[src/rtl/dsm_defines.vh]
`ifndef DSM_DEFINES_VH
`define DSM_DEFINES_VH

// ==========================================
// register offsets
`define DSM_ADR_STATUS_HIGH   8'h04
`define DSM_ADR_STATUS_LOW    8'h05
`define DSM_ADR_IRQ_ENABLE    8'h1F
`define DSM_ADR_PIN_SELECT    8'h21
`define DSM_ADR_SRATE_HIGH    8'h74
`define DSM_ADR_SRATE_LOW     8'h75
`define DSM_ADR_MON_HIGH      8'h7B
`define DSM_ADR_MON_LOW       8'h7C

// ==========================================
// reset values
`define DSM_RST_IRQ_ENABLE    8'h00
`define DSM_RST_PIN_SELECT    8'h14

// ==========================================
// status pin select fields
`define DSM_SEL_DESCRAMBLER   3
`define DSM_SEL_BYTE_ALIGN    2
`define DSM_SEL_CONV_DECODER  1
`define DSM_SEL_TONE          0
`define DSM_DIV_MSB           7
`define DSM_DIV_LSB           4
`define DSM_DIV_OFFSET        5'h06

// ==========================================
// monitor source selects
`define DSM_MON_CS_SYMBOL     4'h0
`define DSM_MON_DC_OFFSET     4'h1
`define DSM_MON_LOCKED_RATE   4'h3
`define DSM_MON_DECIMATION    4'h5
`define DSM_MON_FREQ_LOCK     4'h6
`define DSM_MON_TIMING_LOCK   4'h7
`define DSM_MON_PHASE_LOCK    4'h8

// ==========================================
// timing
`define DSM_CLK_HZ            50000000
`define DSM_TONE_HZ           1000
`define DSM_TONE_HALF_CYCLES  (`DSM_CLK_HZ / (2 * `DSM_TONE_HZ))
`define DSM_TWI_DEVICE_ADDR   7'h0E

`endif

[src/rtl/dsm_regs.v]
// Operation
// - status high byte at 04: SNR pair, frame, timing AGC, timing, carrier, carrier-timing, lock.
// - status low byte at 05: timing sweep bit 7, carrier sweep bit 6, rest zero.
// - read-only 16-bit symbol-rate output word, high at 116, low at 117.
// - symbol-rate word follows Rs = PLL*8192/(word+8192) scaled by decimation index.
// - monitor at 123/124 chosen by 4-bit select; select 0 shows I and Q sample.
// - select 1 shows compensated I and Q DC offsets, two's complement.
// - select 3 shows locked symbol rate in MBaud times 1024.
// - locked rate readout accurate within stated tolerance of true rate.
// - select 5 puts decimation index on monitor bits 15 to 13.
// - select 6 shows frequency lock metric byte in both monitor bytes.
// - select 7 shows timing lock metric; reading never clears it.
// - select 8 shows phase lock metric; reading leaves it unchanged.
// - other select values read as zero in both monitor bytes.
// - read-write interrupt enable byte at 31 gates events onto interrupt pin.
// - enable bits map control link down to descrambler lock, bit 7 to 0.
// - status pin is OR of lock signals selected in the byte at 33 and, with bit 0 set, the error-rate tone.
// - event flag registers clear on host read; enables only gate them.
`timescale 1ns/100ps
`include "dsm_defines.vh"
module dsm_regs #(
    parameter [6:0] DEVICE_ADDR      = `DSM_TWI_DEVICE_ADDR,
    parameter       TONE_HALF_CYCLES = `DSM_TONE_HALF_CYCLES
) (
    input  wire        CLK,
    input  wire        ARST_N,
    input  wire        SCL,
    input  wire        SDA_IN,
    output wire        SDA_OUT,
    output wire        SDA_OE,
    input  wire [1:0]  SNR_LEVEL,
    input  wire        FRAME_RECOVERY_LOCKED,
    input  wire        TIMING_AGC_LOCKED,
    input  wire        TIMING_LOCKED,
    input  wire        CARRIER_LOCKED,
    input  wire        CARRIER_TIMING_LOCKED,
    input  wire        DEMOD_LOCKED,
    input  wire        TIMING_SWEEP,
    input  wire        CARRIER_SWEEP,
    input  wire [15:0] SYMBOL_RATE_OUT,
    input  wire [3:0]  MON_SELECT,
    input  wire [7:0]  CS_SYMBOL_I,
    input  wire [7:0]  CS_SYMBOL_Q,
    input  wire [7:0]  INPHASE_OFFSET,
    input  wire [7:0]  QUADRATURE_OFFSET,
    input  wire [15:0] LOCKED_RATE_READOUT,
    input  wire [2:0]  DECIMATION_INDEX,
    input  wire [7:0]  FREQ_LOCK_METRIC,
    input  wire [15:0] TIMING_LOCK_METRIC,
    input  wire [15:0] PHASE_LOCK_METRIC,
    input  wire [7:0]  DECODER_EVENT_FLAGS,
    input  wire        DESCRAMBLER_LOCKED,
    input  wire        BYTE_ALIGN_LOCKED,
    input  wire        CONV_DECODER_LOCKED,
    output reg         IRQ_N,
    output reg         STATUS,
    output wire [3:0]  TRANSPORT_CLOCK_DIVIDER,
    output reg  [4:0]  TRANSPORT_CLOCK_RATIO,
    output reg         RD_STROBE,
    output reg  [7:0]  RD_ADDR
);
    // ==========================================
    // bus slave
    wire [7:0] ptr;
    wire       wr_stb;
    wire [7:0] wr_data;
    wire       rd_stb;
    reg  [7:0] rd_data;

    dsm_twi #(
        .DEVICE_ADDR (DEVICE_ADDR)
    ) u_twi (
        .clk     (CLK),
        .arst_n  (ARST_N),
        .scl     (SCL),
        .sda_in  (SDA_IN),
        .sda_out (SDA_OUT),
        .sda_oe  (SDA_OE),
        .ptr     (ptr),
        .wr_stb  (wr_stb),
        .wr_data (wr_data),
        .rd_stb  (rd_stb),
        .rd_data (rd_data)
    );

    // ==========================================
    // writable registers
    reg [7:0] decoder_irq_enable;
    reg [7:0] decoder_status_pin_select;

    always @(posedge CLK or negedge ARST_N) begin
        if (!ARST_N) begin
            decoder_irq_enable        <= `DSM_RST_IRQ_ENABLE;
            decoder_status_pin_select <= `DSM_RST_PIN_SELECT;
        end else if (wr_stb) begin
            if (ptr == `DSM_ADR_IRQ_ENABLE) begin
                decoder_irq_enable <= wr_data;
            end
            if (ptr == `DSM_ADR_PIN_SELECT) begin
                decoder_status_pin_select <= wr_data;
            end
        end
    end

    assign TRANSPORT_CLOCK_DIVIDER = decoder_status_pin_select[`DSM_DIV_MSB:`DSM_DIV_LSB];

    // ==========================================
    // live status words
    wire [7:0] demod_status_high = {SNR_LEVEL, FRAME_RECOVERY_LOCKED, TIMING_AGC_LOCKED,
                                    TIMING_LOCKED, CARRIER_LOCKED, CARRIER_TIMING_LOCKED,
                                    DEMOD_LOCKED};
    wire [7:0] demod_status_low  = {TIMING_SWEEP, CARRIER_SWEEP, 6'h00};

    // ==========================================
    // monitor window, sampled every cycle so a read never disturbs a source
    reg [15:0] monitor_window;
    reg [15:0] next_monitor;

    always @* begin
        case (MON_SELECT)
            `DSM_MON_CS_SYMBOL:   next_monitor = {CS_SYMBOL_I, CS_SYMBOL_Q};
            `DSM_MON_DC_OFFSET:   next_monitor = {INPHASE_OFFSET, QUADRATURE_OFFSET};
            `DSM_MON_LOCKED_RATE: next_monitor = LOCKED_RATE_READOUT;
            `DSM_MON_DECIMATION:  next_monitor = {DECIMATION_INDEX, 13'h0000};
            `DSM_MON_FREQ_LOCK:   next_monitor = {FREQ_LOCK_METRIC, FREQ_LOCK_METRIC};
            `DSM_MON_TIMING_LOCK: next_monitor = TIMING_LOCK_METRIC;
            `DSM_MON_PHASE_LOCK:  next_monitor = PHASE_LOCK_METRIC;
            default:              next_monitor = 16'h0000;
        endcase
    end

    reg [15:0] symbol_rate_out;

    always @(posedge CLK or negedge ARST_N) begin
        if (!ARST_N) begin
            monitor_window  <= 16'h0000;
            symbol_rate_out <= 16'h0000;
        end else begin
            monitor_window  <= next_monitor;
            symbol_rate_out <= SYMBOL_RATE_OUT;
        end
    end

    // ==========================================
    // read mux: pure selection, no side effects on any source
    always @* begin
        case (ptr)
            `DSM_ADR_STATUS_HIGH: rd_data = demod_status_high;
            `DSM_ADR_STATUS_LOW:  rd_data = demod_status_low;
            `DSM_ADR_IRQ_ENABLE:  rd_data = decoder_irq_enable;
            `DSM_ADR_PIN_SELECT:  rd_data = decoder_status_pin_select;
            `DSM_ADR_SRATE_HIGH:  rd_data = symbol_rate_out[15:8];
            `DSM_ADR_SRATE_LOW:   rd_data = symbol_rate_out[7:0];
            `DSM_ADR_MON_HIGH:    rd_data = monitor_window[15:8];
            `DSM_ADR_MON_LOW:     rd_data = monitor_window[7:0];
            default:              rd_data = 8'h00;
        endcase
    end

    // read notice for the event flag registers kept elsewhere, which clear themselves on it
    always @(posedge CLK or negedge ARST_N) begin
        if (!ARST_N) begin
            RD_STROBE <= 1'b0;
            RD_ADDR   <= 8'h00;
        end else begin
            RD_STROBE <= rd_stb;
            // address only moves with its strobe, so it stays valid for the flag registers
            if (rd_stb) begin
                RD_ADDR <= ptr;
            end
        end
    end

    // ==========================================
    // error-rate tone
    wire tone;

    dsm_tone #(
        .HALF_CYCLES (TONE_HALF_CYCLES)
    ) u_tone (
        .clk    (CLK),
        .arst_n (ARST_N),
        .enable (decoder_status_pin_select[`DSM_SEL_TONE]),
        .tone   (tone)
    );

    // ==========================================
    // interrupt and status pins
    always @(posedge CLK or negedge ARST_N) begin
        if (!ARST_N) begin
            IRQ_N                 <= 1'b1;
            STATUS                <= 1'b0;
            TRANSPORT_CLOCK_RATIO <= `DSM_DIV_OFFSET;
        end else begin
            IRQ_N  <= ~|(DECODER_EVENT_FLAGS & decoder_irq_enable);
            STATUS <= (decoder_status_pin_select[`DSM_SEL_DESCRAMBLER] & DESCRAMBLER_LOCKED)
                    | (decoder_status_pin_select[`DSM_SEL_BYTE_ALIGN] & BYTE_ALIGN_LOCKED)
                    | (decoder_status_pin_select[`DSM_SEL_CONV_DECODER] & CONV_DECODER_LOCKED)
                    | tone;
            TRANSPORT_CLOCK_RATIO <= {1'b0, TRANSPORT_CLOCK_DIVIDER} + `DSM_DIV_OFFSET;
        end
    end
endmodule

[src/rtl/dsm_tone.v]
`timescale 1ns/100ps
// square wave for the error-rate tone on the status pin
module dsm_tone #(
    parameter HALF_CYCLES = 25000
) (
    input  wire clk,
    input  wire arst_n,
    input  wire enable,
    output reg  tone
);
    reg [31:0] count;

    always @(posedge clk or negedge arst_n) begin
        if (!arst_n) begin
            count <= 32'h0;
            tone  <= 1'b0;
        end else if (!enable) begin
            count <= 32'h0;
            tone  <= 1'b0;
        end else if (count >= HALF_CYCLES - 1) begin
            count <= 32'h0;
            tone  <= ~tone;
        end else begin
            count <= count + 32'h1;
        end
    end
endmodule

[src/rtl/dsm_twi.v]
`timescale 1ns/100ps
`include "dsm_defines.vh"
// two-wire bus slave: address byte, register pointer, auto-incremented data bytes
module dsm_twi #(
    parameter [6:0] DEVICE_ADDR = `DSM_TWI_DEVICE_ADDR
) (
    input  wire       clk,
    input  wire       arst_n,
    input  wire       scl,
    input  wire       sda_in,
    output wire       sda_out,
    output reg        sda_oe,
    output reg  [7:0] ptr,
    output reg        wr_stb,
    output reg  [7:0] wr_data,
    output reg        rd_stb,
    input  wire [7:0] rd_data
);
    localparam S_IDLE  = 3'h0;
    localparam S_ADDR  = 3'h1;
    localparam S_ACKA  = 3'h2;
    localparam S_REG   = 3'h3;
    localparam S_ACKW  = 3'h4;
    localparam S_WDATA = 3'h5;
    localparam S_RDATA = 3'h6;
    localparam S_RACK  = 3'h7;

    reg [2:0] state;
    reg [3:0] bit_cnt;
    reg [7:0] shreg;
    reg [7:0] tx;
    reg       rw;
    reg       more;
    reg       scl_q;
    reg       sda_q;

    wire scl_rise = scl & ~scl_q;
    wire scl_fall = ~scl & scl_q;
    wire start    = scl & scl_q & sda_q & ~sda_in;
    wire stop     = scl & scl_q & ~sda_q & sda_in;

    // open drain: the pin is only ever pulled low
    assign sda_out = 1'b0;

    always @(posedge clk or negedge arst_n) begin
        if (!arst_n) begin
            state   <= S_IDLE;
            bit_cnt <= 4'h0;
            shreg   <= 8'h00;
            tx      <= 8'h00;
            rw      <= 1'b0;
            more    <= 1'b0;
            scl_q   <= 1'b1;
            sda_q   <= 1'b1;
            sda_oe  <= 1'b0;
            ptr     <= 8'h00;
            wr_stb  <= 1'b0;
            wr_data <= 8'h00;
            rd_stb  <= 1'b0;
        end else begin
            scl_q  <= scl;
            sda_q  <= sda_in;
            wr_stb <= 1'b0;
            rd_stb <= 1'b0;
            if (start) begin
                state   <= S_ADDR;
                bit_cnt <= 4'h0;
                sda_oe  <= 1'b0;
            end else if (stop) begin
                state  <= S_IDLE;
                sda_oe <= 1'b0;
            end else if (scl_rise) begin
                case (state)
                    S_ADDR, S_REG, S_WDATA: begin
                        shreg   <= {shreg[6:0], sda_in};
                        bit_cnt <= bit_cnt + 4'h1;
                    end
                    S_RDATA: begin
                        bit_cnt <= bit_cnt + 4'h1;
                    end
                    S_RACK: begin
                        more <= ~sda_in;
                    end
                    default: begin
                    end
                endcase
            end else if (scl_fall) begin
                case (state)
                    S_ADDR: begin
                        if (bit_cnt == 4'h8) begin
                            if (shreg[7:1] == DEVICE_ADDR) begin
                                sda_oe <= 1'b1;
                                rw     <= shreg[0];
                                state  <= S_ACKA;
                            end else begin
                                state <= S_IDLE;
                            end
                        end
                    end
                    S_ACKA, S_RACK: begin
                        bit_cnt <= 4'h0;
                        if (state == S_RACK && !more) begin
                            sda_oe <= 1'b0;
                            state  <= S_IDLE;
                        end else if (rw) begin
                            tx     <= rd_data;
                            rd_stb <= 1'b1;
                            sda_oe <= ~rd_data[7];
                            state  <= S_RDATA;
                        end else begin
                            sda_oe <= 1'b0;
                            state  <= S_REG;
                        end
                    end
                    S_REG: begin
                        if (bit_cnt == 4'h8) begin
                            ptr    <= shreg;
                            sda_oe <= 1'b1;
                            state  <= S_ACKW;
                        end
                    end
                    S_ACKW: begin
                        sda_oe  <= 1'b0;
                        bit_cnt <= 4'h0;
                        state   <= S_WDATA;
                    end
                    S_WDATA: begin
                        if (bit_cnt == 4'h8) begin
                            wr_data <= shreg;
                            wr_stb  <= 1'b1;
                            sda_oe  <= 1'b1;
                            state   <= S_ACKW;
                        end
                    end
                    S_RDATA: begin
                        if (bit_cnt == 4'h8) begin
                            sda_oe <= 1'b0;
                            ptr    <= ptr + 8'h01;
                            state  <= S_RACK;
                        end else begin
                            tx     <= {tx[6:0], 1'b0};
                            sda_oe <= ~tx[6];
                        end
                    end
                    default: begin
                        sda_oe <= 1'b0;
                    end
                endcase
            end else if (wr_stb) begin
                ptr <= ptr + 8'h01;
            end
        end
    end
endmodule

[config.mk]
export PLATFORM = sky130hd
export DESIGN_NAME = dsm_regs
export DESIGN_NICKNAME = d
export VERILOG_FILES = /design/src/rtl/dsm_regs.v /design/src/rtl/dsm_tone.v /design/src/rtl/dsm_twi.v
export VERILOG_INCLUDE_DIRS = /design/src /design/src/rtl
export SDC_FILE = /design/constraint.sdc
export NUM_CORES = 1
export LEC_CHECK = 0
export BUFFER_PORTS_ARGS = -buffer_cell sky130_fd_sc_hd__buf_2
export CAP_MARGIN = 20
export CORE_UTILIZATION = 54
export CTS_CLUSTER_SIZE = 16
export DETAILED_ROUTE_END_ITERATION = 8
export PLACE_DENSITY = 0.91
export SLEW_MARGIN = 0
export SYNTH_ARGS = -nofsm -noshare
export SYNTH_HDL_FRONTEND = slang
export SYNTH_SLANG_ARGS = --single-unit
[constraint.sdc]
create_clock -name CLK -period 2.46 [get_ports CLK]
set_input_delay 0.369 -clock CLK [delete_from_list [all_inputs] [get_ports CLK]]
set_output_delay 0.369 -clock CLK [all_outputs]
set_load 0.1 [all_outputs]
==> results of run 1 <==
[state kept, by name, indices dropped and copies added, names as in the netlist, 3 cells and up]
signal / flops
RD_ADDR: 8
TRANSPORT_CLOCK_RATIO: 5
decoder_irq_enable: 8
decoder_status_pin_select: 8
monitor_window: 16
symbol_rate_out: 16
u_tone.count: 32
u_twi.bit_cnt: 4
u_twi.ptr: 8
u_twi.shreg: 8
u_twi.state: 3
u_twi.tx: 7
u_twi.wr_data: 8
[cells in the final DEF, fill, tap and decap left out, drive strengths merged, types with 7 or more instances in the layout]
master | synthesis | layout
nor2 | 31 | 31
dfrtp | 135 | 135
o21ai | 22 | 22
a222oi | 23 | 23
a21oi | 19 | 19
nand2 | 68 | 68
nand3 | 31 | 31
conb | 1 | 18
dfstp | 7 | 7
a22oi | 17 | 17
nor2b | 10 | 10
mux2 | 44 | 44
nor3 | 9 | 9
xnor2 | 8 | 8
clkbuf | 20 | 22
ha | 7 | 7
buf | 16 | 169
a22o | 12 | 12
nand4 | 8 | 8
xor2 | 10 | 10
inv | 13 | 15
[final timing paths]
path / startpoint / end / slack, ns / cells after the start
max: u_twi.ptr[0] / u_twi.tx[6] / 0.22 / 6
min: SYMBOL_RATE_OUT[1] / symbol_rate_out[1] / 0.06 / 1
max reg2reg: u_twi.ptr[0] / u_twi.tx[6] / 0.22 / 6
min reg2reg: decoder_status_pin_select[4] / TRANSPORT_CLOCK_RATIO[0] / 0.45 / 0
max in group asynchronous: ARST_N / decoder_status_pin_select[4] / 1.24 / 3
min in group asynchronous: ARST_N / RD_ADDR[6] / 0.49 / 2
[metal layers]
metal | GRT usage | routed length, microns
met1 | 0.353 | 6800
met4 | 0.158 | 811
met5 | 0 | 0
met2 | 0.496 | 8980
met3 | 0.0498 | 1370
[stage by stage]
step,util,hold WS (ns)
final,0.688,0.0570
after floorplan,-,0.0734
after CTS,0.688,0.0463
after global placement,0.638,0.363
after global routing,0.688,0.0452
after detailed placement,0.638,0.362
[power by group]
group          internal, mW  switching, mW  leakage [nW]
registers              2.44          0.113          1.85
clock network          1.65          0.927         0.291
logic                 0.194          0.218          1.81
[cell families (layout without fill, tap and decap cells)]
| family | count (synthesis) | in the layout | share of synthesized area |
|---|---|---|---|
| adder cells (fa/ha/maj) | 7 | 7 | 0.0131 |
| AO/OA/AOI/OAI | 145 | 145 | 0.162 |
| other | 1 | 18 | 0.000561 |
| buffers and inverters | 49 | 214 | 0.0329 |
| AND/OR/NAND/NOR | 202 | 202 | 0.154 |
| multiplexers | 49 | 49 | 0.0815 |
| XOR/XNOR | 18 | 18 | 0.0236 |
| flip-flops | 142 | 142 | 0.532 |
[worst max-delay path, delay by kind of cell, from the launching register on]
| family | cells | cell delay (ns) |
|---|---|---|
| buffers and inverters | 1 | 0.12 |
| AND/OR/NAND/NOR | 1 | 0.33 |
| AO/OA/AOI/OAI | 3 | 0.80 |
| flip-flops | 1 | 0.43 |
| adder cells (fa/ha/maj) | 1 | 0.45 |
[final cells by class]
class                      count  area, sq um  area share
inverter                      13         48.8     0.00588
sequential                   142         3560       0.429
tap                          168          210      0.0253
timing repair buffer         170          907       0.109
multi-input combinational    439         2980       0.359
clock inverter                 9          134      0.0161
clock buffer                  22          464      0.0559
==> reports/results.txt, run 1 <==
The number of global-route vias before repair came out at 5632. The Yosys step of the flow raised 0 warnings. The initial antenna violation count was 0.

The cell area after synthesis is 6690 sq um, and the share of layout cells above drive strength 1 is 0.322. The tools report the effective utilization at floorplan as 0.555. The die covers 12800 sq um. Placement row count: 40. The worst min-delay path class is in -> reg. The worst path in the final design needs a cycle of 2.24 ns, including I/O delays and setup. The run gives 0.532 as the sequential cell area fraction in the yosys report. The layout has 911 filler cells.

STA classifies the critical path endpoint as a register. The initial detailed-routing violation count came out at 639. The count of mapped cells out of synthesis came out at 613. The maximum number of pins on one net before global-route repair was 62. The synthesized design contains 0 enable-type register cells. Yosys mapped the design onto 61 distinct sky130hd cell types. The logs give 0.276 ns for the pre-CTS worst setup slack and 158 for the count of boundary I/O pins. Leakage power total: 3.96 nW.

The tools report the placeable core region as 12100 sq um. The H-tree was split into 4 levels. The tools report the number of antenna repair diodes as 0. Clock tree synthesis inserted a total of 17 buffers. STA puts the critical path data arrival time at 2.55 ns. After detailed routing, the number of vias per cell comes to 6.05. The area growth from synthesis to layout was 24.1%; the power per cell area was 667 nW/um^2.

Across the routed clock network, the largest skew measured is 0.00665 ns. For the worst setup path, the data required time is 2.77 ns. The HPWL after detailed placement is 12.8 mm. After synthesis, the cell types taking the most area are dfrtp_1 50%, mux2_2 7.4%, nand2_1 3.8%, a222oi_1 3.4%, dfstp_2 2.7%.

The number of remaining DRC errors was 0; the quantity of hold-fixing buffers added after cts was 1. For the sum of negative setup slack, the log shows 0 ns. CTS saw 142 sinks.

Highest fanout seen on the critical path: 14. The slew at the pin with the worst max-slew slack works out to 0.634 ns. The tools report the headroom to the max-slew limit as 0.574. The tools report the final cell count without fillers as 963. The dominant cell by count in the synthesized netlist was dfrtp_1. The placed standard-cell area was 7700 sq um; the count of placed standard cells including taps was 931. The slowest stage of the critical path is the ha_1 cell. Of all cell types, the one taking the most synthesized area is dfrtp_1. The die outline height was 113 microns; the number of routed nets with antenna violations was 0.

The count of buffers added on input and output ports is 156. VDD sags by at most 0.000510 V. Derived from the worst setup path, the maximum achievable clock frequency is 447 MHz. Walking the worst path, the cells encountered are inv_1 -> ha_1 -> a21oi_1 -> or3_1 -> a311o_1 -> o221ai_1. The total wire length after detailed routing was 18.0 mm; the clock latency at the later pin of the worst-skew pair was 0.41 ns. Gates resized during post-CTS repair numbered 0. The die is 113 microns wide. Summed over all layers, the global routing overflow is 0. The finished cells cover 8300 sq um. On the worst path, the slowest cell contributes a delay of 0.45 ns. Setup slack on the critical path of the routed design comes to 0.221 ns. Setup repair after global routing left no endpoint under its margin. The setup path with the least slack is of type reg -> reg. The tools report the max-slew violation count as 0. The nature of the critical path startpoint was a register.

The mean instance size in the synthesized netlist was 10.9 sq um; the first-pass detailed-route iteration total was 8. The post-synthesis async set-or-reset flop share was 1.00. TritonCTS built the clock tree. The total setup violations reported at the end of the flow was 0; the net total in the final layout was 926.

Clock-pin slew was measured on the worst setup and hold paths at 0.06 ns. Synthesis inferred 142 register bits. For the vias after detailed routing, the log shows 5825. The prevailing post-synth register cell is dfrtp_1. The proportion of netlist area held by the largest area contributor is 0.505, and the global-route total usage across every layer is 0.291.

The tools report the routability congestion estimate from global placement as 0.942. The tree is rooted in a clkbuf_16. The tools report the final hold violation count as 0. For the post-CTS setup buffer count, the log shows 0. The total chip power is 5.54 mW.

By count the netlist is led by 135 x dfrtp_1, 68 x nand2_1, 44 x mux2_2. The clock passes through at most 2 buffers. Number of maximum-capacitance constraint violations: 0. The average wire length per cell after detail routing works out to 18.7 microns. The run finished with clean final reports. Final cycle utilization of the critical path: 0.910.

Wire length of the first global-routing pass: 28.4 mm.
No activity file was read; power rests on OpenSTA's default activity.
==> inputs of run 2 (changes only) <==
--- a/config.mk
+++ b/config.mk
@@ -6,11 +6,13 @@
 export SDC_FILE = /design/constraint.sdc
 export NUM_CORES = 1
 export LEC_CHECK = 0
+export ABC_CLOCK_PERIOD_IN_PS = 2460
 export BUFFER_PORTS_ARGS = -buffer_cell sky130_fd_sc_hd__buf_2
 export CAP_MARGIN = 20
 export CORE_UTILIZATION = 54
 export CTS_CLUSTER_SIZE = 16
 export DETAILED_ROUTE_END_ITERATION = 8
+export MAX_ROUTING_LAYER = met4
 export PLACE_DENSITY = 0.91
 export SLEW_MARGIN = 0
 export SYNTH_ARGS = -nofsm -noshare
==> reports/results.txt, run 2 (synthesis results as in run 1) <==
The flow ran to the end, and the final reports show no timing, DRC or antenna violations. The die outline height came out at 113 microns (unchanged). Share of layout cells above drive strength 1: 0.322 (unchanged).

For the net total in the final layout, the log shows 926 (unchanged). The run gives 158 (unchanged) as the count of boundary I/O pins. The total overflow reported by the global router is 0 (unchanged), and the initial antenna violation count is 0 (unchanged). Registers with the most flip-flops: u_tone.count: 32 flops, monitor_window: 16 flops, symbol_rate_out: 16 flops (unchanged).

The tools report the placeable core region as 12100 sq um (unchanged). TritonCTS built the clock tree. The critical path capture point type is a register (unchanged). The internal power consumption is 4.28 mW (about the same), and the H-tree depth reported by CTS is 4 (unchanged). Half-perimeter wire length of the detailed placement result: 12.8 mm (unchanged). The reg-to-reg critical path startpoint is u_twi.ptr[0] (unchanged). The run gives 0.00715 ns (was 0.00665 ns) as the setup clock skew after layout. The slew at the pin with the worst max-slew slack came out at 0.666 ns (was 0.634 ns). Maximum root-to-sink buffer count: 2 (unchanged). The critical setup path kind was reg -> reg (unchanged). The number of remaining DRC errors was 0 (unchanged); the number of routed nets with antenna violations was 0 (unchanged). The average via count per standard cell is 6.09 (was 6.05), and the register clock-pin slew on the reported worst setup and hold paths is 0.06 ns (about the same). The logs give 5.54 mW (about the same) for the total chip power and 2.55 ns (about the same) for the worst endpoint data arrival time. End of the critical path: u_twi.tx[6] (unchanged). The initial detailed-routing violation count was 665 (was 639). Data required time of the worst path: 2.77 ns (about the same).

The cell at the root of the clock tree was clkbuf_16 (unchanged). Max-slew violation count: 0 (unchanged). The number of antenna repair diodes is 0 (unchanged). The endpoint of the most critical register-to-register path is u_twi.tx[6] (unchanged). The top register by number of flip-flops was u_tone.count (unchanged). The run gives 0 (unchanged) as the number of gates given a new drive strength after cts.

The highest fanout seen on the critical path was 14 (unchanged). Number of clock buffers inserted by TritonCTS: 17 (unchanged). Setup repair after global routing left no endpoint under its margin. The post-CTS setup buffer count was 0 (unchanged). Global-route total usage across every layer: 0.299 (was 0.291).

The number of maximum-capacitance constraint violations was 0 (unchanged). The logs give 28.3 mm (was 28.4 mm) for the wire length of the first global-routing pass and 0.464 (was 0.465) for the clock network power share. The area growth from synthesis to layout is 24.1% (unchanged), and the quantity of hold-fixing buffers added after cts is 1 (unchanged).

The worst min-delay path class was in -> reg (unchanged). The leakage power total was 3.96 nW (unchanged). The leading cell type in the layout, fill and taps excluded was buf_2 (unchanged). The sum of negative setup slack came out at 0 ns (unchanged). The final critical path time including I/O delays and setup was 2.23 ns (was 2.24 ns); the flip-flop count of the largest register, all copies and words added was 32 (unchanged). The relative contribution of combinational cells to total power came out at 0.074 (about the same).

Standard cell with the maximum stage delay on the critical path: ha_1 (unchanged). The share of total power in sequential cells was 0.461 (about the same); the number of global-route vias before repair was 5630 (was 5632). Clock latency at the later pin of the worst-skew pair: 0.41 ns (about the same). The reg-to-reg setup timing slack is 0.23 ns (was 0.22 ns). The pre-CTS worst setup slack is 0.276 ns (unchanged), and the width of the die is 113 microns (unchanged).

The final hold violation count is 0 (unchanged). The number of clock sinks is 142 (unchanged). Highest-count cells in the layout ignoring fill and taps: 155 x buf_2, 135 x dfrtp_1, 68 x nand2_1 (unchanged). The tools report the peak supply drop as 0.000509 V (was 0.000510 V).

The logs give 0.553 (was 0.574) for the headroom to the max-slew limit and 0.555 (unchanged) for the effective utilization at floorplan. The average wire length per cell after detail routing works out to 18.7 microns (about the same). Overall die area: 12800 sq um (unchanged). Share of total power consumed by net switching: 0.227 (about the same). The first-pass detailed-route iteration total was 7 (was 8). The logs give 0 (unchanged) for the total setup violations reported at the end of the flow and 0.228 ns (was 0.221 ns) for the slack of the critical path.

The tools report the worst setup path startpoint as u_twi.ptr[0] (unchanged). The maximum frequency from static timing analysis was 448 MHz (was 447 MHz); the number of cells on the worst reg-to-reg path was 6 (unchanged). The critical path's largest stage delay was 0.46 ns (was 0.45 ns).

The power per cell area is 667 nW/um^2 (about the same), and the final cycle utilization of the critical path is 0.907 (was 0.910). The placement row count came out at 40 (unchanged). The run gives 62 (unchanged) as the maximum number of pins on one net before global-route repair. The count of port buffers added during placement is 156 (unchanged), and the total wire length after detailed routing is 18.0 mm (about the same). The vias after detailed routing is 5860 (was 5825), and the routability congestion estimate from global placement is 0.959 (was 0.942). The nature of the critical path startpoint is a register (unchanged). Ordered cell list for the critical path: inv_1 -> ha_1 -> a21oi_1 -> or3_1 -> a311o_1 -> o221ai_1 (unchanged). For the net load switching power, the log shows 1.26 mW (about the same).
-- run 2: cell counts in the layout (fill, tap and decap cells not counted) --
No cell type changed its count.
-- run 2: per-stage QoR --
step,util,instances,hold WS (ns),area [sq um]
after floorplan,-,630,0.0734,6750
after global placement,0.638,931,0.363,7700
after detailed placement,0.638,931,0.362,7700
after CTS,0.688,963,0.0463,8300
after global routing,0.688,963,0.0451,8300
final,0.688,963,0.0567,8300
-- run 2: power groups by stage --
stage / clock network (mW) / registers (mW) / logic (mW)
floorplan: 0 / 2.54 / 0.194
global placement: 0 / 2.58 / 0.396
CTS: 2.60 / 2.55 / 0.412
finish: 2.57 / 2.55 / 0.412
global route: 2.71 / 2.56 / 0.454
detailed placement: 0 / 2.59 / 0.404
-- run 2: worst min path at each step --
stage / from / end / slack, ns / cells past startpoint
2_1_floorplan: ARST_N / RD_ADDR[0] / 0.07 / 0
3_3_place_gp: ARST_N / u_twi.more / 0.36 / 1
3_5_place_dp: ARST_N / u_twi.bit_cnt[1] / 0.36 / 1
4_1_cts: SYMBOL_RATE_OUT[1] / symbol_rate_out[1] / 0.05 / 1
5_1_grt: SYMBOL_RATE_OUT[14] / symbol_rate_out[14] / 0.05 / 1
6_report: SYMBOL_RATE_OUT[1] / symbol_rate_out[1] / 0.06 / 1
-- run 2: area by class of cell --
cell class                      count  area [sq um]
Tap cell                          168           210
Sequential cell                   142          3560
Fill cell                         911          3760
Clock buffer                       22           464
Timing Repair Buffer              170           907
Inverter                           13          48.8
Multi-Input combinational cell    439          2980
Clock inverter                      9           134
-- run 2: layer usage --
| layer | routed length (microns) | track usage |
|---|---|---|
| met1 | 6830 | 0.353 |
| met2 | 9060 | 0.497 |
| met3 | 1380 | 0.0482 |
| met4 | 741 | 0.154 |
| met5 | 0 | - |
-- run 2: critical path, delay by kind of cell (launching register included) --
| family | cells | cell delay (ns) |
|---|---|---|
| AND/OR/NAND/NOR | 1 | 0.33 |
| adder cells (fa/ha/maj) | 1 | 0.46 |
| buffers and inverters | 1 | 0.12 |
| flip-flops | 1 | 0.43 |
| AO/OA/AOI/OAI | 3 | 0.78 |
